[src/verilog/cmc_map.vh]
// register map, field positions, reset values and timing for the charger mode control
`ifndef CMC_MAP_VH
`define CMC_MAP_VH
`define CMC_ADR_CFG_MODE 8'h00
`define CMC_ADR_CFG_LIMITS 8'h04
`define CMC_ADR_CFG_INPUT 8'h08
`define CMC_ADR_CFG_SELECT 8'h0C
`define CMC_ADR_CFG_PERMIT 8'h10
`define CMC_ADR_STATUS 8'h14
`define CMC_MODE_LSB 0
`define CMC_MODE_MSB 3
`define CMC_FCHG_LSB 4
`define CMC_FCHG_MSB 6
`define CMC_OTG_ILIM_LSB 0
`define CMC_OTG_ILIM_MSB 3
`define CMC_DOC_LSB 4
`define CMC_DOC_MSB 7
`define CMC_ILIM_LSB 0
`define CMC_ILIM_MSB 5
`define CMC_VBYP_LSB 8
`define CMC_VBYP_MSB 11
`define CMC_MANUAL_BIT 0
`define CMC_VINREG_LSB 4
`define CMC_VINREG_MSB 7
`define CMC_PERMIT_BIT 0
`define CMC_ST_VALID_BIT 0
`define CMC_ST_FAULT_BIT 1
`define CMC_ST_CHG_BIT 2
`define CMC_ST_INSW_BIT 3
`define CMC_ST_DETAIL_LSB 4
`define CMC_ST_DETAIL_MSB 7
`define CMC_ST_MODE_LSB 8
`define CMC_ST_MODE_MSB 10
`define CMC_RST_MODE 4'h5
`define CMC_RST_FCHG 3'h3
`define CMC_RST_OTG_ILIM 4'h0
`define CMC_RST_DOC 4'h0
`define CMC_RST_ILIM 6'h00
`define CMC_RST_VBYP 4'h0
`define CMC_RST_VINREG 4'h0
`define CMC_RST_PERMIT 1'h1
`define CMC_DETAIL_TIMER_FAULT 4'h6
`define CMC_CLK_KHZ 20000
`define CMC_MS_TIME 1
`define CMC_MIN_IN_MS 60000
`define CMC_OTG_OFF_MS 300
`define CMC_OTG_ON_MS 60
`define CMC_PQ_MIN 30
`define CMC_FCHG_STEP_MIN 60
`endif

[src/verilog/cmc_top.v]
// charger mode decode, otg retry, input limit select and charge safety timers
`timescale 1ns/100ps
`include "cmc_map.vh"

// three-stage pin synchroniser, change taken once stages two and three agree
module cmc_sync3 #(
  parameter WIDTH = 1
) (
  input wire clk_i,
  input wire rst_n_i,
  input wire [WIDTH-1:0] d_i,
  output reg [WIDTH-1:0] q_o
);
  reg [WIDTH-1:0] s1_ff;
  reg [WIDTH-1:0] s2_ff;
  reg [WIDTH-1:0] s3_ff;
  always @(posedge clk_i or negedge rst_n_i) begin
    if (!rst_n_i) begin
      s1_ff <= {WIDTH{1'b0}};
      s2_ff <= {WIDTH{1'b0}};
      s3_ff <= {WIDTH{1'b0}};
      q_o <= {WIDTH{1'b0}};
    end else begin
      s1_ff <= d_i;
      s2_ff <= s1_ff;
      s3_ff <= s2_ff;
      if (s2_ff == s3_ff) begin
        q_o <= s3_ff;
      end
    end
  end
endmodule // cmc_sync3

// minute-resolution safety timer, limit zero disables expiry
module cmc_safety_timer #(
  parameter MIN_MS = 60000
) (
  input wire clk_i,
  input wire rst_n_i,
  input wire ms_tick_i,
  input wire clear_i,
  input wire run_i,
  input wire [8:0] limit_i,
  output reg expired_o
);
  reg [16:0] ms_cnt_ff;
  reg [8:0] min_cnt_ff;
  always @(posedge clk_i or negedge rst_n_i) begin
    if (!rst_n_i) begin
      ms_cnt_ff <= 17'h00000;
      min_cnt_ff <= 9'h000;
      expired_o <= 1'b0;
    end else if (clear_i) begin
      ms_cnt_ff <= 17'h00000;
      min_cnt_ff <= 9'h000;
      expired_o <= 1'b0;
    end else begin
      if (run_i && ms_tick_i && !expired_o) begin
        if (ms_cnt_ff == MIN_MS[16:0] - 17'h00001) begin
          ms_cnt_ff <= 17'h00000;
          min_cnt_ff <= min_cnt_ff + 9'h001;
        end else begin
          ms_cnt_ff <= ms_cnt_ff + 17'h00001;
        end
      end
      if (limit_i != 9'h000 && min_cnt_ff >= limit_i) begin
        expired_o <= 1'b1;
      end
    end
  end
endmodule // cmc_safety_timer

// Notes on behaviour
// codes 0xA/0xB run otg boost, input switch on, fixed 5.1V output.
// codes 0x8/0x9 run reverse boost, input switch off, bypass node only.
// reverse boost follows programmed bypass setting, no bypass current limit.
// reverse boost discharge overcurrent opens the battery switch.
// otg overload opens input switch, closes again after 300 ms.
// persisting otg overload cycles switch 60 ms closed, 300 ms open.
// otg mode entered only while charge permit pin is high.
// host waits input invalid, raises permit pin, then writes otg code.
// code 0x5 selects charger on, buck on, otg and boost off.
// codes 0x0/0x1 select battery only, everything off.
// codes 0x2,0x3,0x6,0x7,0xC-0xF keep the current mode.
// host never writes 0x4; it clears the permit bit instead.
// charge profile logic itself also turns charging on and off.
// after reset input limit comes from usb detection.
// manual select bit set uses host input limit field instead.
// adaptive loop regulation level field, reset default 4.5V.
// adaptive loop active at 60 mA floor turns charger off.
// precharge plus trickle time limited to 30 minutes.
// fast charge cc, cv, top-off time limited by programmed field.
// timer expiry suspends charging, detail 0x6, status pin released.
// fault exits on input reapply, permit pin or permit bit re-raise.
// each safety timer restarts when its state group is newly entered.
module cmc_top #(
  parameter MS_CYCLES = `CMC_CLK_KHZ * `CMC_MS_TIME,
  parameter MIN_MS = `CMC_MIN_IN_MS
) (
  input wire CLOCK_I,
  input wire RST_N_I,
  input wire WB_CYC_I,
  input wire WB_STB_I,
  input wire WB_WE_I,
  input wire [7:0] WB_ADR_I,
  input wire [3:0] WB_SEL_I,
  input wire [31:0] WB_DAT_I,
  output reg [31:0] WB_DAT_O,
  output reg WB_ACK_O,
  input wire CHARGE_PERMIT_PIN_I,
  input wire INPUT_VALID_I,
  input wire OTG_OVERLOAD_I,
  input wire DISCHARGE_OVERCURRENT_I,
  input wire ADAPTIVE_INPUT_LIMIT_LOOP_ACTIVE_I,
  input wire ADAPTIVE_INPUT_LIMIT_LOOP_AT_FLOOR_I,
  input wire [5:0] USB_DET_LIMIT_I,
  input wire [2:0] PROFILE_STATE_I,
  input wire PROFILE_CHARGE_REQ_I,
  output reg BUCK_EN_O,
  output reg BOOST_EN_O,
  output reg OTG_EN_O,
  output reg CHARGE_EN_O,
  output reg INPUT_SWITCH_ON_O,
  output reg BATTERY_SWITCH_ON_O,
  output reg BYP_FIXED_5V1_O,
  output reg [3:0] BYP_TARGET_O,
  output reg [3:0] OTG_ILIM_O,
  output reg [3:0] DISCHARGE_OC_THRESH_O,
  output reg [5:0] INPUT_LIMIT_O,
  output reg [3:0] VIN_REG_O,
  output reg STAT_O,
  output reg STAT_OE_O
);
  localparam [2:0] MD_BATT_ONLY = 3'h0;
  localparam [2:0] MD_CHG_OFF = 3'h1;
  localparam [2:0] MD_CHG_ON = 3'h2;
  localparam [2:0] MD_REV_BOOST = 3'h3;
  localparam [2:0] MD_OTG = 3'h4;
  localparam [1:0] OTG_ST_CLOSED = 2'h0;
  localparam [1:0] OTG_ST_OPEN = 2'h1;
  localparam [1:0] OTG_ST_RETRY = 2'h2;
  localparam [2:0] PF_PRECHARGE = 3'h1;
  localparam [2:0] PF_TRICKLE = 3'h2;
  localparam [2:0] PF_FAST_CC = 3'h3;
  localparam [2:0] PF_FAST_CV = 3'h4;
  localparam [2:0] PF_TOPOFF = 3'h5;
  localparam [8:0] OTG_OFF_TICKS = `CMC_OTG_OFF_MS;
  localparam [8:0] OTG_ON_TICKS = `CMC_OTG_ON_MS;
  localparam [8:0] PQ_LIMIT = `CMC_PQ_MIN;
  localparam [8:0] FCHG_STEP = `CMC_FCHG_STEP_MIN;

  reg [3:0] mode_field_ff;
  reg [2:0] fchg_field_ff;
  reg [3:0] otg_ilim_ff;
  reg [3:0] doc_ff;
  reg [5:0] ilim_field_ff;
  reg [3:0] vbyp_ff;
  reg manual_sel_ff;
  reg [3:0] vinreg_ff;
  reg permit_bit_ff;
  reg permit_bit_old_ff;
  reg [2:0] act_mode_ff;
  reg [2:0] nxt_act_mode;
  reg [1:0] otg_st_ff;
  reg [1:0] nxt_otg_st;
  reg [8:0] otg_cnt_ff;
  reg [8:0] nxt_otg_cnt;
  reg [15:0] div_cnt_ff;
  reg ms_tick_ff;
  reg doc_trip_ff;
  reg fault_ff;
  reg pin_old_ff;
  reg valid_old_ff;
  reg [1:0] group_old_ff;
  reg [31:0] rd_data;
  wire pin_s;
  wire valid_s;
  wire ovl_s;
  wire doc_s;
  wire adaptive_input_limit_loop_s;
  wire floor_s;
  wire bus_req;
  wire wr_en;
  wire [3:0] wr_mode;
  wire in_pq;
  wire in_fast;
  wire [1:0] group;
  wire pq_exp;
  wire fast_exp;
  wire pq_clear;
  wire fast_clear;
  wire fault_set;
  wire fault_exit;
  wire charge_run;
  wire [8:0] fast_limit;

  cmc_sync3 #(
    .WIDTH(6)
  ) u_sync (
    .clk_i(CLOCK_I),
    .rst_n_i(RST_N_I),
    .d_i({CHARGE_PERMIT_PIN_I, INPUT_VALID_I, OTG_OVERLOAD_I, DISCHARGE_OVERCURRENT_I,
      ADAPTIVE_INPUT_LIMIT_LOOP_ACTIVE_I, ADAPTIVE_INPUT_LIMIT_LOOP_AT_FLOOR_I}),
    .q_o({pin_s, valid_s, ovl_s, doc_s, adaptive_input_limit_loop_s, floor_s})
  );

  assign bus_req = WB_CYC_I && WB_STB_I && !WB_ACK_O;
  assign wr_en = bus_req && WB_WE_I;
  assign wr_mode = WB_DAT_I[`CMC_MODE_MSB:`CMC_MODE_LSB];

  // register writes and bus answer
  always @(posedge CLOCK_I or negedge RST_N_I) begin
    if (!RST_N_I) begin
      mode_field_ff <= `CMC_RST_MODE;
      fchg_field_ff <= `CMC_RST_FCHG;
      otg_ilim_ff <= `CMC_RST_OTG_ILIM;
      doc_ff <= `CMC_RST_DOC;
      ilim_field_ff <= `CMC_RST_ILIM;
      vbyp_ff <= `CMC_RST_VBYP;
      manual_sel_ff <= 1'b0;
      vinreg_ff <= `CMC_RST_VINREG;
      permit_bit_ff <= `CMC_RST_PERMIT;
      WB_ACK_O <= 1'b0;
      WB_DAT_O <= 32'h00000000;
    end else begin
      WB_ACK_O <= bus_req;
      if (bus_req) begin
        WB_DAT_O <= WB_WE_I ? 32'h00000000 : rd_data;
      end
      if (wr_en && WB_SEL_I[0]) begin
        case (WB_ADR_I)
          `CMC_ADR_CFG_MODE: begin
            mode_field_ff <= wr_mode;
            fchg_field_ff <= WB_DAT_I[`CMC_FCHG_MSB:`CMC_FCHG_LSB];
          end
          `CMC_ADR_CFG_LIMITS: begin
            otg_ilim_ff <= WB_DAT_I[`CMC_OTG_ILIM_MSB:`CMC_OTG_ILIM_LSB];
            doc_ff <= WB_DAT_I[`CMC_DOC_MSB:`CMC_DOC_LSB];
          end
          `CMC_ADR_CFG_INPUT: begin
            ilim_field_ff <= WB_DAT_I[`CMC_ILIM_MSB:`CMC_ILIM_LSB];
          end
          `CMC_ADR_CFG_SELECT: begin
            manual_sel_ff <= WB_DAT_I[`CMC_MANUAL_BIT];
            // regulation level
            vinreg_ff <= WB_DAT_I[`CMC_VINREG_MSB:`CMC_VINREG_LSB];
          end
          `CMC_ADR_CFG_PERMIT: begin
            permit_bit_ff <= WB_DAT_I[`CMC_PERMIT_BIT];
          end
          default: begin
          end
        endcase
      end
      if (wr_en && WB_SEL_I[1] && WB_ADR_I == `CMC_ADR_CFG_INPUT) begin
        vbyp_ff <= WB_DAT_I[`CMC_VBYP_MSB:`CMC_VBYP_LSB];
      end
    end
  end

  // read mux, unmapped reads as zero
  always @* begin
    rd_data = 32'h00000000;
    case (WB_ADR_I)
      `CMC_ADR_CFG_MODE: begin
        rd_data[`CMC_MODE_MSB:`CMC_MODE_LSB] = mode_field_ff;
        rd_data[`CMC_FCHG_MSB:`CMC_FCHG_LSB] = fchg_field_ff;
      end
      `CMC_ADR_CFG_LIMITS: begin
        rd_data[`CMC_OTG_ILIM_MSB:`CMC_OTG_ILIM_LSB] = otg_ilim_ff;
        rd_data[`CMC_DOC_MSB:`CMC_DOC_LSB] = doc_ff;
      end
      `CMC_ADR_CFG_INPUT: begin
        rd_data[`CMC_ILIM_MSB:`CMC_ILIM_LSB] = ilim_field_ff;
        rd_data[`CMC_VBYP_MSB:`CMC_VBYP_LSB] = vbyp_ff;
      end
      `CMC_ADR_CFG_SELECT: begin
        rd_data[`CMC_MANUAL_BIT] = manual_sel_ff;
        rd_data[`CMC_VINREG_MSB:`CMC_VINREG_LSB] = vinreg_ff;
      end
      `CMC_ADR_CFG_PERMIT: begin
        rd_data[`CMC_PERMIT_BIT] = permit_bit_ff;
      end
      `CMC_ADR_STATUS: begin
        rd_data[`CMC_ST_VALID_BIT] = valid_s;
        rd_data[`CMC_ST_FAULT_BIT] = fault_ff;
        rd_data[`CMC_ST_CHG_BIT] = CHARGE_EN_O;
        rd_data[`CMC_ST_INSW_BIT] = INPUT_SWITCH_ON_O;
        rd_data[`CMC_ST_DETAIL_MSB:`CMC_ST_DETAIL_LSB] = fault_ff ? `CMC_DETAIL_TIMER_FAULT :
          {1'b0, PROFILE_STATE_I};
        rd_data[`CMC_ST_MODE_MSB:`CMC_ST_MODE_LSB] = act_mode_ff;
      end
      default: begin
      end
    endcase
  end

  // operating mode decode from mode field writes
  always @* begin
    nxt_act_mode = act_mode_ff;
    if (wr_en && WB_SEL_I[0] && WB_ADR_I == `CMC_ADR_CFG_MODE) begin
      case (wr_mode)
        // battery only
        4'h0, 4'h1: begin
          nxt_act_mode = MD_BATT_ONLY;
        end
        4'h4: begin
          nxt_act_mode = MD_CHG_OFF;
        end
        // charger on
        4'h5: begin
          nxt_act_mode = MD_CHG_ON;
        end
        // reverse boost
        4'h8, 4'h9: begin
          nxt_act_mode = MD_REV_BOOST;
        end
        // otg needs pin
        4'hA, 4'hB: begin
          if (pin_s) begin
            nxt_act_mode = MD_OTG;
          end
        end
        // codes ignored
        default: begin
          nxt_act_mode = act_mode_ff;
        end
      endcase
    end else if (act_mode_ff == MD_OTG && !pin_s) begin
      nxt_act_mode = MD_BATT_ONLY;
    end
  end

  // millisecond enable divider
  always @(posedge CLOCK_I or negedge RST_N_I) begin
    if (!RST_N_I) begin
      div_cnt_ff <= 16'h0000;
      ms_tick_ff <= 1'b0;
    end else if (div_cnt_ff == MS_CYCLES[15:0] - 16'h0001) begin
      div_cnt_ff <= 16'h0000;
      ms_tick_ff <= 1'b1;
    end else begin
      div_cnt_ff <= div_cnt_ff + 16'h0001;
      ms_tick_ff <= 1'b0;
    end
  end

  // otg overload retry sequence
  always @* begin
    nxt_otg_st = otg_st_ff;
    nxt_otg_cnt = otg_cnt_ff;
    if (act_mode_ff != MD_OTG) begin
      nxt_otg_st = OTG_ST_CLOSED;
      nxt_otg_cnt = 9'h000;
    end else begin
      case (otg_st_ff)
        // open on overload
        OTG_ST_CLOSED: begin
          if (ovl_s) begin
            nxt_otg_st = OTG_ST_OPEN;
            nxt_otg_cnt = 9'h000;
          end
        end
        // retry after 300ms
        OTG_ST_OPEN: begin
          if (ms_tick_ff) begin
            if (otg_cnt_ff == OTG_OFF_TICKS - 9'h001) begin
              nxt_otg_st = OTG_ST_RETRY;
              nxt_otg_cnt = 9'h000;
            end else begin
              nxt_otg_cnt = otg_cnt_ff + 9'h001;
            end
          end
        end
        // hold closed 60ms
        OTG_ST_RETRY: begin
          if (ms_tick_ff) begin
            if (otg_cnt_ff == OTG_ON_TICKS - 9'h001) begin
              nxt_otg_st = ovl_s ? OTG_ST_OPEN : OTG_ST_CLOSED;
              nxt_otg_cnt = 9'h000;
            end else begin
              nxt_otg_cnt = otg_cnt_ff + 9'h001;
            end
          end
        end
        default: begin
          nxt_otg_st = OTG_ST_CLOSED;
          nxt_otg_cnt = 9'h000;
        end
      endcase
    end
  end

  assign in_pq = PROFILE_STATE_I == PF_PRECHARGE || PROFILE_STATE_I == PF_TRICKLE;
  assign in_fast = PROFILE_STATE_I == PF_FAST_CC || PROFILE_STATE_I == PF_FAST_CV ||
    PROFILE_STATE_I == PF_TOPOFF;
  assign group = {in_fast, in_pq};
  // fault exit events
  assign fault_exit = (valid_s && !valid_old_ff) || (pin_s && !pin_old_ff) ||
    (permit_bit_ff && !permit_bit_old_ff);
  // restart on group entry
  assign pq_clear = (in_pq && !group_old_ff[0]) || fault_exit;
  assign fast_clear = (in_fast && !group_old_ff[1]) || fault_exit;
  assign fast_limit = FCHG_STEP * {6'h00, fchg_field_ff};
  // profile gates charging
  assign charge_run = act_mode_ff == MD_CHG_ON && permit_bit_ff && pin_s && valid_s &&
    PROFILE_CHARGE_REQ_I && !fault_ff && !(adaptive_input_limit_loop_s && floor_s);
  // set only from clear state, so an exit is not swallowed by a stale expiry
  assign fault_set = !fault_ff && ((pq_exp && in_pq) || (fast_exp && in_fast));

  // precharge timer
  cmc_safety_timer #(
    .MIN_MS(MIN_MS)
  ) u_pq_timer (
    .clk_i(CLOCK_I),
    .rst_n_i(RST_N_I),
    .ms_tick_i(ms_tick_ff),
    .clear_i(pq_clear),
    .run_i(in_pq && charge_run),
    .limit_i(PQ_LIMIT),
    .expired_o(pq_exp)
  );

  // fast charge timer
  cmc_safety_timer #(
    .MIN_MS(MIN_MS)
  ) u_fast_timer (
    .clk_i(CLOCK_I),
    .rst_n_i(RST_N_I),
    .ms_tick_i(ms_tick_ff),
    .clear_i(fast_clear),
    .run_i(in_fast && charge_run),
    .limit_i(fast_limit),
    .expired_o(fast_exp)
  );

  // state registers and outputs
  always @(posedge CLOCK_I or negedge RST_N_I) begin
    if (!RST_N_I) begin
      act_mode_ff <= MD_CHG_ON;
      otg_st_ff <= OTG_ST_CLOSED;
      otg_cnt_ff <= 9'h000;
      doc_trip_ff <= 1'b0;
      fault_ff <= 1'b0;
      pin_old_ff <= 1'b0;
      valid_old_ff <= 1'b0;
      permit_bit_old_ff <= `CMC_RST_PERMIT;
      group_old_ff <= 2'h0;
      BUCK_EN_O <= 1'b0;
      BOOST_EN_O <= 1'b0;
      OTG_EN_O <= 1'b0;
      CHARGE_EN_O <= 1'b0;
      INPUT_SWITCH_ON_O <= 1'b0;
      BATTERY_SWITCH_ON_O <= 1'b1;
      BYP_FIXED_5V1_O <= 1'b0;
      BYP_TARGET_O <= `CMC_RST_VBYP;
      OTG_ILIM_O <= `CMC_RST_OTG_ILIM;
      DISCHARGE_OC_THRESH_O <= `CMC_RST_DOC;
      INPUT_LIMIT_O <= `CMC_RST_ILIM;
      VIN_REG_O <= `CMC_RST_VINREG;
      STAT_O <= 1'b1;
      STAT_OE_O <= 1'b1;
    end else begin
      act_mode_ff <= nxt_act_mode;
      otg_st_ff <= nxt_otg_st;
      otg_cnt_ff <= nxt_otg_cnt;
      pin_old_ff <= pin_s;
      valid_old_ff <= valid_s;
      permit_bit_old_ff <= permit_bit_ff;
      group_old_ff <= group;
      // overcurrent trip
      if (act_mode_ff == MD_REV_BOOST && doc_s) begin
        doc_trip_ff <= 1'b1;
      end else if (act_mode_ff != MD_REV_BOOST) begin
        doc_trip_ff <= 1'b0;
      end
      // timer fault latch
      if (fault_set) begin
        fault_ff <= 1'b1;
      end else if (fault_exit) begin
        fault_ff <= 1'b0;
      end
      BUCK_EN_O <= act_mode_ff == MD_CHG_ON || act_mode_ff == MD_CHG_OFF;
      BOOST_EN_O <= act_mode_ff == MD_REV_BOOST || act_mode_ff == MD_OTG;
      OTG_EN_O <= act_mode_ff == MD_OTG;
      // floor or expiry shutdown
      CHARGE_EN_O <= charge_run && !fault_set;
      // input switch in otg
      INPUT_SWITCH_ON_O <= (act_mode_ff == MD_OTG && nxt_otg_st != OTG_ST_OPEN) ||
        act_mode_ff == MD_CHG_ON || act_mode_ff == MD_CHG_OFF;
      // open battery switch
      BATTERY_SWITCH_ON_O <= !(doc_trip_ff || (act_mode_ff == MD_REV_BOOST && doc_s));
      BYP_FIXED_5V1_O <= act_mode_ff == MD_OTG;
      // programmed bypass target
      BYP_TARGET_O <= vbyp_ff;
      OTG_ILIM_O <= otg_ilim_ff;
      DISCHARGE_OC_THRESH_O <= doc_ff;
      // detected or manual limit
      INPUT_LIMIT_O <= manual_sel_ff ? ilim_field_ff : USB_DET_LIMIT_I;
      VIN_REG_O <= vinreg_ff;
      // status pin released
      STAT_OE_O <= !(fault_ff || fault_set);
      STAT_O <= !charge_run;
    end
  end
endmodule // cmc_top

[config.mk]
export PLATFORM = sky130hd
export DESIGN_NAME = cmc_top
export DESIGN_NICKNAME = d
export VERILOG_FILES = /design/src/verilog/cmc_top.v
export VERILOG_INCLUDE_DIRS = /design/src /design/src/verilog
export SDC_FILE = /design/constraint.sdc
export NUM_CORES = 1
export LEC_CHECK = 0
export BUFFER_PORTS_ARGS = -buffer_cell sky130_fd_sc_hd__buf_2
export CELL_PAD_IN_SITES_DETAIL_PLACEMENT = 0
export CELL_PAD_IN_SITES_GLOBAL_PLACEMENT = 1
export CORE_MARGIN = 10
export CORE_UTILIZATION = 30
export CTS_CLUSTER_SIZE = 40
export DETAILED_ROUTE_END_ITERATION = 10
export GPL_ROUTABILITY_DRIVEN = 0
export GPL_TIMING_DRIVEN = 0
export PLACE_DENSITY = 0.67
export SKIP_CTS_REPAIR_TIMING = 1
export SYNTH_ARGS = -nofsm -noshare
export SYNTH_HDL_FRONTEND = slang
export SYNTH_SLANG_ARGS = --single-unit
[constraint.sdc]
create_clock -name CLOCK_I -period 8.9 [get_ports CLOCK_I]
set_clock_uncertainty 0.05 [all_clocks]
set_input_delay 1.335 -clock CLOCK_I [delete_from_list [all_inputs] [get_ports CLOCK_I]]
set_output_delay 1.335 -clock CLOCK_I [all_outputs]
set_load 0.02 [all_outputs]
Word level (Yosys, flattened, before mapping)
Index checks and enable logic that the tools add are counted.

storage, ports and cells
  flip-flop bits (word level) = 210
  bits of input ports = 65
  word-level logic and storage cells = 229

operators by class
  $add $sub $neg = 6
  multiply operators = 1
  magnitude comparators = 2
  equality and inequality tests = 37
  muxes and demuxes = 51
  reductions and logical operators = 87

operators by type and width
  operator                                                                 number
  9-bit 2-to-1 mux                                                         12
  17-bit 2-to-1 mux                                                        6
  17-bit by 1-bit adder with 17-bit output, second input constant          2
  17-bit by 16-bit equality test with 1-bit output, second input constant  2
  1-bit logical AND                                                        33
  9-bit by 1-bit adder with 9-bit output, second input constant            3
  9-bit one-hot mux with 3 select lines                                    1
  2-bit nonzero test                                                       9
  16-bit by 1-bit adder with 16-bit output, second input constant          1
  16-bit by 15-bit equality test with 1-bit output, second input constant  1
  4-bit equality test, second input constant                               4
  8-bit by 4-bit equality test with 1-bit output, second input constant    2
  8-bit by 5-bit equality test with 1-bit output, second input constant    2
  16-bit 2-to-1 mux                                                        1
  1-bit logical NOT                                                        15
  3-bit one-hot mux with 5 select lines                                    1
  1-bit logical OR                                                         14
  2-bit AND reduction                                                      7
  3-bit by 2-bit equality test with 1-bit output, second input constant    4
  12-bit 2-to-1 mux                                                        1
  2-bit 2-to-1 mux                                                         6
  3-bit 2-to-1 mux                                                         4
  3-bit one-hot mux with 4 select lines                                    1
  1-bit 2-to-1 mux                                                         11
  30 further kinds                                                         41

Logic depth before layout (Yosys ltp)
Gate-level depths: netlist of the first run.

  word-level depth = 12
  gate-level depth with buffers = 11
  depth with buffers taken out = 11

Cells and area by module
A second synthesis of the first run with hierarchy kept.

unflattened totals
  cell total of the unflattened synthesis = 841
  area, all modules = 9310.2 µm²

by module, submodules not included
  module            instances  cells each  area each (µm²)
  cmc_top           1          457         5378.9
  cmc_safety_timer  2          173         1594.0
  cmc_sync3         1          38          743.2

Worst setup path before layout of the first run
OpenSTA, ideal clock, no wires.

  path kind = input port to flip-flop
  from = in WB_ADR_I[0]
  to = reg vbyp_ff[0]
  setup time = 0.128 ns
  data arrival time = 3.091 ns
  required time = 8.722 ns
  path slack = 5.632 ns
  stages = 5
  buffers on the path = 1
  cells stage by stage = or4_1 clkbuf_1 nor4_4 and4_1 mux2_1

between the ends
  word-level cells in the longest chain between the ends = 2

RTL lines
  element                                         line           source
  start, declared                                 cmc_top.v:105  input wire [7:0] WB_ADR_I,
  8-bit by 4-bit equality test with 1-bit output  -
  1-bit logical AND (no line)                     -
  end signal, assigned                            cmc_top.v:219  vbyp_ff <= `CMC_RST_VBYP;
  end signal, assigned                            cmc_top.v:256  vbyp_ff <= WB_DAT_I[`CMC_VBYP_MSB:`CMC_VBYP_LSB];
  end, declared                                   cmc_top.v:157  reg [3:0] vbyp_ff;

No other way between the ends.
A chain may end at the register's enable or synchronous reset.

Worst setup path after layout of the first run
  from = in WB_ADR_I[0]
  to = reg doc_ff[0]

between the ends
  word-level cells in the longest chain between the ends = 2

RTL lines
  element                                         line           source
  8-bit by 3-bit equality test with 1-bit output  cmc_top.v:231  case (WB_ADR_I)
  2-bit AND reduction (no line)                   -
  end signal, assigned                            cmc_top.v:217  doc_ff <= `CMC_RST_DOC;
  end signal, assigned                            cmc_top.v:238  doc_ff <= WB_DAT_I[`CMC_DOC_MSB:`CMC_DOC_LSB];
  end, declared                                   cmc_top.v:155  reg [3:0] doc_ff;

No other way between the ends.

==> results of run 1 <==
[layout make-up]
| class | instances | area share, % |
|---|---|---|
| Timing Repair Buffer | 84 | 4.12 |
| Clock inverter | 14 | 1.91 |
| Multi-Input combinational cell | 606 | 38.4 |
| Inverter | 34 | 1.16 |
| Buffer | 49 | 2.52 |
| Clock buffer | 18 | 4.00 |
| Sequential cell | 190 | 43.4 |
| Tap cell | 396 | 4.51 |
[Yosys cell counts (all sizes together) (5+ instances only)]
cell    count  area (um2)
a21oi      30         158
nand4      19         119
mux2       43         484
o21ai      40         200
inv        34         128
nand2      73         274
nand2b     14        87.6
a22oi       7        52.6
or3        18         113
a21o       13        97.6
and4        5        43.8
xor2       12         105
nor4       16         151
a22o       18         158
buf        28         198
and3       12        75.1
ha         25         313
xnor2      13         114
mux2i      16         160
nor2b      11        68.8
nor2       41         154
o31ai      16         120
nand3      35         175
a211oi      5        47.5
o211ai      6        45.0
a31oi       5        31.3
dfrtp     180        4500
nor3       11        65.1
dfstp      10         263
clkbuf     21        78.8
or4        13        97.6
[metal layers]
metal,vias to the layer above,global-route usage [%]
met5,-,0
met4,0,2.60
met3,11,2.68
met2,143,18.7
met1,3517,16.1
li1,3378,-
[final timing paths]
path                       cells past startpoint  slack [ps]             start                         to
min in group asynchronous                      1         820           RST_N_I  u_fast_timer.ms_cnt_ff[3]
max                                            6        5560       WB_ADR_I[0]                  doc_ff[0]
max in group asynchronous                      2        7030           RST_N_I                WB_DAT_O[8]
min                                            0         300   u_sync.s1_ff[2]            u_sync.s2_ff[2]
min reg2reg                                    0         300   u_sync.s1_ff[2]            u_sync.s2_ff[2]
max reg2reg                                   10        5750  fchg_field_ff[1]     u_fast_timer.expired_o
[layout by cell type (no fill, tap or decap), types with 19 or more instances in the layout]
| cell type | synthesis | routed |
|---|---|---|
| buf_4 | 21 | 21 |
| inv_1 | 34 | 34 |
| a21oi_1 | 28 | 28 |
| dfrtp_1 | 180 | 180 |
| clkbuf_1 | 21 | 21 |
| buf_2 | 5 | 87 |
| nand2_1 | 73 | 73 |
| nand3_1 | 35 | 35 |
| ha_1 | 25 | 25 |
| mux2_2 | 27 | 27 |
| o21ai_0 | 33 | 33 |
| nor2_1 | 41 | 41 |
| nand4_1 | 19 | 19 |
| conb_1 | 1 | 20 |
[sequential cells by signal, summed over array words and instances, names as in the netlist, 6 cells and up]
register / cells
INPUT_LIMIT_O: 6
WB_DAT_O: 12
div_cnt_ff: 16
ilim_field_ff: 6
otg_cnt_ff: 9
u_fast_timer.min_cnt_ff: 9
u_fast_timer.ms_cnt_ff: 17
u_pq_timer.min_cnt_ff: 9
u_pq_timer.ms_cnt_ff: 17
u_sync.q_o: 6
u_sync.s1_ff: 6
u_sync.s2_ff: 6
u_sync.s3_ff: 6
[critical path, stage by stage]
cell,delay (ps)
buf_2,90
or4_1,530
clkbuf_1,230
nor4_4,530
nand2_1,450
mux2_1,440
[power groups by stage]
stage               registers, W  logic, W  clock network, W
finish                  0.000960  0.000406          0.000827
global route            0.000971  0.000453          0.000883
CTS                     0.000960  0.000408          0.000848
detailed placement      0.000977  0.000407                 0
global placement        0.000976  0.000403                 0
floorplan               0.000966  0.000275                 0
[through the flow]
step	area [um2]	std cells	worst slack (ps)	hold WS [ps]	utilization [%]
2_1_floorplan	9390	879	5630	281	-
3_3_place_gp	10300	1358	3160	285	33.7
3_5_place_dp	10300	1359	5110	287	33.8
4_1_cts	11000	1391	5580	304	35.9
5_1_grt	11000	1391	5450	309	35.9
6_report	11000	1391	5560	302	35.9
[cell families (layout without fill, tap and decap cells)]
group / after synthesis / count (layout)
and+or+nand+nor: 292 / 292
DFF: 190 / 190
AOI/OAI and AO/OA: 183 / 183
buffers and inverters: 83 / 199
muxes: 59 / 59
adders and majority gates: 27 / 27
xor gates and xnor gates: 25 / 25
other: 1 / 20
==> results.cfg, run 1 <==
[critical_path]
worstPathMaxFanout = 9
endpoint_kind = register
crit_type = in -> reg
start_kind = input pin
crit_arrival_ps = 3620
cp.required_ps = 9170

[global_routing]
grt_pass1_vias = 6992
grt_use_total_pct = 11.8
grt.overflow.total = 0
grt_pass1_wl_um = 37600
grt_max_degree = 110
antenna_found_initial = 0

[run_status]
status = finished, final reports clean

[finish]
seq_area_mm2 = 0.00477
nFillCells = 3081
drive_gt1_share_pct = 20.1
nets = 1074
multi_input_area_mm2 = 0.00422
area_delta_synth_final_pct = 17.9
num_antenna_cells = 0

[timing]
maxSlewHeadroom_pct = 40.7
fmax_ghz = 0.299
setup_violations = 0
drv_slew = 0
tightest_slew_ps = 882
hold_violations = 0
finalCriticalPeriod_ps = 3340
setup_tns_ps = 0
rsz0062_at_grt = no
fin_crit_sh_pct = 37.6

[place]
port_buffers = 83
dp_hpwl_um = 16400

[routing]
avgRoutedWirePerCell_um = 16.4
routed.top_layer = met4
route.detailed.drc = 0
drt-total-wl_um = 22900
ant_nets = 0
met1_length_um = 10800
drt_iter0_drc = 402
dr.pass1.iters = 5
drt-vias-per-instance = 5.07
num_vias = 7049
wl_met3_um = 811
wl_met2_um = 11100

[clock_tree]
clk_latency_ps = 440
clockBufferDepth = 2
clk_pin_slew_ps = 80
cts_tree = yes
numCtsBuffers = 17
cts.sinks = 190
clockRootBuffer = clkbuf_16
htreeDepth = 4

[synthesis]
synth_mux_area_share_pct = 6.92
ys_seq_area_share_pct = 51.2
ys_seq_elements = 190
netlist_area_mm2 = 0.00932
synth_xor_area_share_pct = 2.35
yosys_warnings = 0
synth_cells = 860
syn_area_per_cell_um2 = 10.8
synth_top_family_by_area = simple AND/OR/NAND/NOR gates
synthDistinctLibCells = 78
synth_enable_flop_cells = 0
synth_top_flop_cell = dfrtp_1
synth-compound-area-share_pct = 13.9
synth_fa_ha_area_share_pct = 3.79
synth-simple-area-share_pct = 17.5
synth-async-reset-ratio_pct = 100

[power]
swShare_pct = 31.1
pwr-share-seq_pct = 43.8
power_frac_comb_pct = 18.5
clkPwrFrac_pct = 37.7
irDropWorstVdd_uv = 143
power.total_w = 0.00219
p_leak_nw = 4.98
power_density_mw_per_mm2 = 200
power_switching_w = 0.000682
p_int_w = 0.00151

[worst_hold_path]
min_path_type = reg -> reg

[floorplanning]
rows = 64
dieHeight_um = 196
dieArea_mm2 = 0.0385
ioPinCount = 129
core_region_area_mm2 = 0.0306
die_width_um = 196
start_util_pct = 30.5

[job]
cap_violations = 0
Power figures use the tool's default switching activity.
==> run 2: changes to the inputs <==
--- a/config.mk
+++ b/config.mk
@@ -6,6 +6,7 @@
 export SDC_FILE = /design/constraint.sdc
 export NUM_CORES = 1
 export LEC_CHECK = 0
+export ABC_AREA = 1
 export BUFFER_PORTS_ARGS = -buffer_cell sky130_fd_sc_hd__buf_2
 export CELL_PAD_IN_SITES_DETAIL_PLACEMENT = 0
 export CELL_PAD_IN_SITES_GLOBAL_PLACEMENT = 1
@@ -15,7 +16,7 @@
 export DETAILED_ROUTE_END_ITERATION = 10
 export GPL_ROUTABILITY_DRIVEN = 0
 export GPL_TIMING_DRIVEN = 0
-export PLACE_DENSITY = 0.67
+export PLACE_DENSITY = 0.71
 export SKIP_CTS_REPAIR_TIMING = 1
 export SYNTH_ARGS = -nofsm -noshare
 export SYNTH_HDL_FRONTEND = slang
==> constraint.sdc (replaced) <==
create_clock -name CLOCK_I -period 2.8 [get_ports CLOCK_I]
set_clock_uncertainty 0.05 [all_clocks]
set_input_delay 0.42 -clock CLOCK_I [delete_from_list [all_inputs] [get_ports CLOCK_I]]
set_output_delay 0.42 -clock CLOCK_I [all_outputs]
set_load 0.02 [all_outputs]
==> run 2 against run 1 <==
The run now ends with setup timing left. Hold slack worse by 270 ps. Critical path type is now reg -> reg. Core utilization is 0.31 points higher. Synthesized cell count is 31% higher. Critical endpoint is now u_fast_timer.expired_o. Register-to-register slack got worse by 5800 ps. First-iteration DRC count increased by 4.5%. Wire length is 0.97% higher. Sequential power rose to 3.2 times the previous value. Critical path depth grew 7.
==> results.cfg, run 2 <==
[place]
preCtsSetupSlack_ps = -205
port_buffers = 86
dp_hpwl_um = 17100
place_inst = 1667

[finish]
instances_no_fill = 1707
area_delta_synth_final_pct = 18.3
nets = 1351
final_common_cell = nand2_1
top_regs = u_fast_timer.ms_cnt_ff: 17 flops, u_pq_timer.ms_cnt_ff: 17 flops, div_cnt_ff: 16 flops
nFillCells = 3259
layout_common_cells = nand2_1 (252), dfrtp_1 (180), inv_1 (136)
num_antenna_cells = 0
drive_gt1_share_pct = 19.5

[power]
irDropWorstVdd_uv = 385
p_leak_nw = 5.54
power_density_mw_per_mm2 = 613
power.total_w = 0.00706

[timing]
tightest_slew_ps = 622
drv_slew = 0
hold_violations = 0
rsz0062_at_grt = yes
setup_violations = 1
maxSlewHeadroom_pct = 58.5
finalWorstSetupSlack_ps = -13.9
fin_crit_sh_pct = 100
finalCriticalPeriod_ps = 2810
fmax_ghz = 0.355
setup_tns_ps = -13.9

[critical_path]
crit_type = reg -> reg
crit_arrival_ps = 3140
worstPathMaxFanout = 3
cp.required_ps = 3120
path_cells = inv_4, fa_2, xor2_1, ha_2, o21bai_4, a31o_2, inv_1, ha_4, nand2_1, o21a_1, nand3_1, nand2_1, a21oi_2
path_buf_inv = 2
slowest_delay_ps = 560
start_kind = register
endpoint_kind = register
crit_top_cell = nand2_1
critPathSlowestCell = dfstp_2
path_delay_family = adder cells

[synthesis]
netlist_area_mm2 = 0.00974
ys_seq_area_share_pct = 48.9
yosys.area.top_type = dfrtp_1
yosys_warnings = 0
yosysTopAreaCellShare_pct = 46.2
synth_enable_flop_cells = 0
synth-async-reset-ratio_pct = 100
synthTopCellsByArea = dfrtp_1 (46%), nand2_1 (9.7%), inv_1 (5.4%)
synth.most_common_cell = nand2_1
syn_area_per_cell_um2 = 8.65
synthDistinctLibCells = 55
synth_top_flop_cell = dfrtp_1
ys_seq_elements = 190
synth_commonest_cells = nand2_1 (252), dfrtp_1 (180), inv_1 (139), nor2_1 (100), o21ai_0 (76)
synth_cells = 1126

[clock_tree]
clk_latency_ps = 450
cts.sinks = 190
clockBufferDepth = 2
clockRootBuffer = clkbuf_16
htreeDepth = 4
numCtsBuffers = 17
cts_tree = yes
clk_pin_slew_ps = 70

[global_routing]
antenna_found_initial = 0
grt_pass1_vias = 7597
grt_max_degree = 112
grt_pass1_wl_um = 39300
grt.overflow.total = 0
grt_use_total_pct = 11.7

[routing]
drt-vias-per-instance = 4.49
drt_iter0_drc = 420
route.detailed.drc = 0
drt-total-wl_um = 23100
dr.pass1.iters = 5
avgRoutedWirePerCell_um = 13.5
ant_nets = 0
num_vias = 7656

[floorplanning]
dieArea_mm2 = 0.0401
ioPinCount = 129
start_util_pct = 30.6
dieHeight_um = 200
die_width_um = 200
core_region_area_mm2 = 0.0318
rows = 65

[worst_hold_path]
min_path_type = in -> reg

[run_status]
violations = setup timing
status = finished, violations left

[job]
cap_violations = 0
-- run 2: worst reg2reg max path, cell delays in order, from the launching register on --
cell      delay, ps
dfstp_2         560
inv_4            40
fa_2            570
xor2_1          180
ha_2            190
o21bai_4        130
a31o_2          190
inv_1            60
ha_4            270
nand2_1          70
o21a_1          180
nand3_1          70
nand2_1          70
a21oi_2         130
-- run 2: kinds of logic (layout without fill, tap and decap cells) --
group           Yosys count  in the layout  synth area share (%)
xor+xnor                 42             42                  3.78
buf+inv                 183            310                  8.45
flops                   190            190                  48.9
simple gates            520            520                  24.7
compound gates          160            160                  10.1
mux                       3              3                 0.347
other cells               1             20                0.0385
fa+ha+maj                27             27                  3.62
-- run 2: stage by stage --
step | cell area (um2) | utilization, % | hold WS, ps
after detailed placement | 10800 | 34.0 | 285
after global routing | 11500 | 36.2 | 5.63
after floorplan | 9810 | - | 74.4
final | 11500 | 36.2 | 31.7
after global placement | 10800 | 33.9 | 284
after CTS | 11400 | 35.9 | -68.4
-- run 2: final cells by class --
cell class              instances  area (um2)  area share [%]
well taps                     435         544            4.72
plain buffers                  38         274            2.38
inverters                     145         554            4.81
repair buffers                 95         531            4.60
clock buffers                  18         439            3.81
clock inverters                14         144            1.25
multi-input cells             772        4270            37.0
flip-flops and latches        190        4770            41.4
-- run 2: power by group --
part / internal, W / switching, W
Clock: 0.00128 / 0.00117
Combinational: 0.000498 / 0.00105
Sequential: 0.00291 / 0.000141
-- run 2: final timing paths --
path / start / cells after the start / end / slack [ps]
worst max register to register: fchg_field_ff[0] / 13 / u_fast_timer.expired_o / -10
min in group asynchronous: RST_N_I / 2 / div_cnt_ff[7] / 510
worst min register to register: u_sync.s1_ff[4] / 0 / u_sync.s2_ff[4] / 300
worst max-delay path: fchg_field_ff[0] / 13 / u_fast_timer.expired_o / -10
max in group asynchronous: RST_N_I / 3 / vinreg_ff[0] / 1220
worst min-delay path: INPUT_VALID_I / 1 / u_sync.s1_ff[4] / 30
-- run 2: per-layer routing --
layer  routed length (um)  track usage, %
met5                    0               0
met4                  233            3.22
met1                11700            15.8
met2                10400            18.5
met3                  773            2.55
==> run 3: changes to the inputs <==
--- a/config.mk
+++ b/config.mk
@@ -7,7 +7,7 @@
 export NUM_CORES = 1
 export LEC_CHECK = 0
 export ABC_AREA = 1
-export BUFFER_PORTS_ARGS = -buffer_cell sky130_fd_sc_hd__buf_2
+export BUFFER_PORTS_ARGS = -buffer_cell sky130_fd_sc_hd__buf_4
 export CELL_PAD_IN_SITES_DETAIL_PLACEMENT = 0
 export CELL_PAD_IN_SITES_GLOBAL_PLACEMENT = 1
 export CORE_MARGIN = 10
@@ -16,6 +16,7 @@
 export DETAILED_ROUTE_END_ITERATION = 10
 export GPL_ROUTABILITY_DRIVEN = 0
 export GPL_TIMING_DRIVEN = 0
+export MAX_ROUTING_LAYER = met4
 export PLACE_DENSITY = 0.71
 export SKIP_CTS_REPAIR_TIMING = 1
 export SYNTH_ARGS = -nofsm -noshare
==> run 3 against run 2 <==
The run still ends with setup timing left. Count of clock-buffer cells in the layout is 1 lower. Register-to-register slack got worse by 98 ps. Core utilization rose by 0.68 points. Clock power barely moved. Sequential cell count unchanged. Die area unchanged. Wire length grew 1.4%. Cell count is essentially flat. Setup slack lost 98 ps. Global-route usage rose by 0.41 points. Sequential share of layout area down 0.77 points. Critical path type unchanged. Largest power group unchanged.
==> results.cfg, run 3 (synthesis gave the netlist of run 2 again) <==
[power]
power.total_w = 0.00710
p_int_w = 0.00465
power_density_mw_per_mm2 = 604
power_switching_w = 0.00244
p_leak_nw = 5.59
swShare_pct = 34.4
power_frac_comb_pct = 22.4
clkPwrFrac_pct = 34.5
pwr-share-seq_pct = 43.1
irDropWorstVdd_uv = 414

[routing]
route.detailed.drc = 0
avgRoutedWirePerCell_um = 13.7
drt-total-wl_um = 23400
drt_iter0_drc = 348
num_vias = 7699
drt-vias-per-instance = 4.51
dr.pass1.iters = 6
ant_nets = 0

[global_routing]
grt_max_degree = 103
grt_use_total_pct = 12.1
grt.overflow.total = 0
antenna_found_initial = 0
grt_pass1_wl_um = 39200
grt_pass1_vias = 7640

[finish]
top_regs = u_fast_timer.ms_cnt_ff: 17 flops, u_pq_timer.ms_cnt_ff: 17 flops, div_cnt_ff: 16 flops
nets = 1350
final_common_cell = nand2_1
num_antenna_cells = 0
seq_area_mm2 = 0.00477
layout_common_cells = nand2_1 (252), dfrtp_1 (180), inv_1 (136)
multi_input_area_mm2 = 0.00428
area_delta_synth_final_pct = 20.5
nFillCells = 3293
drive_gt1_share_pct = 19.4

[critical_path]
cp-endpoint = u_fast_timer.expired_o
crit_type = reg -> reg
reg2reg_slack_ps = -110
crit_arrival_ps = 3190
endpoint_kind = register
cp.required_ps = 3070
timing.rr.end = u_fast_timer.expired_o
reg2reg_depth = 12
start_kind = register
reg2reg_from = fchg_field_ff[1]
cp-startpoint = fchg_field_ff[1]
worstPathMaxFanout = 3

[floorplanning]
rows = 65
dieHeight_um = 200
ioPinCount = 129
dieArea_mm2 = 0.0401
start_util_pct = 30.6
core_region_area_mm2 = 0.0318
die_width_um = 200

[run_status]
violations = setup timing
status = finished, violations left

[timing]
finalWorstSetupSlack_ps = -112
fmax_ghz = 0.343
rsz0062_at_grt = yes
tightest_slew_ps = 697
hold_violations = 0
drv_slew = 0
finalCriticalPeriod_ps = 2910
setup_tns_ps = -112
setup_violations = 1
fin_crit_sh_pct = 104
maxSlewHeadroom_pct = 53.5

[place]
dp_hpwl_um = 17300
port_buffers = 86

[clock_tree]
numCtsBuffers = 17
cts.sinks = 190
cts_tree = yes
htreeDepth = 4
clk_latency_ps = 450
clockBufferDepth = 2
clk_pin_slew_ps = 80
clockRootBuffer = clkbuf_16

[worst_hold_path]
min_path_type = in -> reg

[job]
cap_violations = 0
==> run 3: cell types whose count changed in the layout (fill, tap and decap cells not counted), sizes merged <==
| cell | before | now |
|---|---|---|
| clkinv | 3 | 5 |
| buf | 128 | 127 |
| bufinv | 1 | 0 |
| inv | 154 | 155 |
| clkinvlp | 1 | 0 |
| clkbuf | 22 | 21 |
==> run 3: power by group through the flow <==
stage / registers (W) / logic, W / clock network [W]
final: 0.00306 / 0.00159 / 0.00245
after global routing: 0.00308 / 0.00179 / 0.00263
after CTS: 0.00306 / 0.00162 / 0.00253
after detailed placement: 0.00311 / 0.00162 / 0
after global placement: 0.00311 / 0.00160 / 0
after floorplan: 0.00311 / 0.00108 / 0
==> run 3: routing by layer <==
layer  track usage, %  share of wire, %  vias to the layer above  routed length [um]
li1                 -                 -                     3898                   -
met1             15.8                50                     3660               11600
met2             18.9                46                      125               10800
met3             2.39               3.1                       16                 725
met4             3.35              0.96                        0                 225
met5                -                 0                        -                   0
==> run 3: final cells by class <==
class                      instances  share of cell area [%]
inverter                         145                    4.70
clock inverter                    15                    1.40
timing repair buffer              94                    6.27
tap                              435                    4.64
buffer                            38                    2.33
sequential                       190                    40.6
multi-input combinational        772                    36.4
clock buffer                      17                    3.62
==> run 3: critical path, cell delays in order (launching register included) <==
cell and delay [ps]:
dfstp_2 570, inv_4 50, fa_2 600, xor2_1 80, ha_2 180, o21bai_4 180
xor2_2 190, ha_1 350, a21oi_2 170, o21a_1 130, nand3_1 70, nand2_1 100
a21oi_2 60
==> run 3: stage by stage <==
| step | area, um2 | utilization [%] | std cells | worst slack (ps) | hold slack, ps |
|---|---|---|---|---|---|
| finish | 11700 | 36.9 | 1706 | -112 | 28.4 |
| global route | 11700 | 36.9 | 1706 | -193 | 8.16 |
| CTS | 11600 | 36.6 | 1699 | -254 | -40.9 |
| detailed placement | 11000 | 34.7 | 1667 | -235 | 285 |
| global placement | 11000 | 34.6 | 1666 | -186 | 285 |
| floorplan | 9810 | - | 1145 | 8.03 | 74.4 |
==> run 3: worst min-delay path by stage <==
stage          depth (start not counted)               to  slack [ps]                 from
2_1_floorplan                          0       BOOST_EN_O          70              RST_N_I
3_3_place_gp                           0  u_sync.s2_ff[1]         280      u_sync.s1_ff[1]
3_5_place_dp                           0  u_sync.s2_ff[0]         280      u_sync.s1_ff[0]
4_1_cts                                1    otg_cnt_ff[5]         -40              RST_N_I
5_1_grt                                1  u_sync.s1_ff[5]           8  CHARGE_PERMIT_PIN_I
6_report                               1  u_sync.s1_ff[3]          30       OTG_OVERLOAD_I
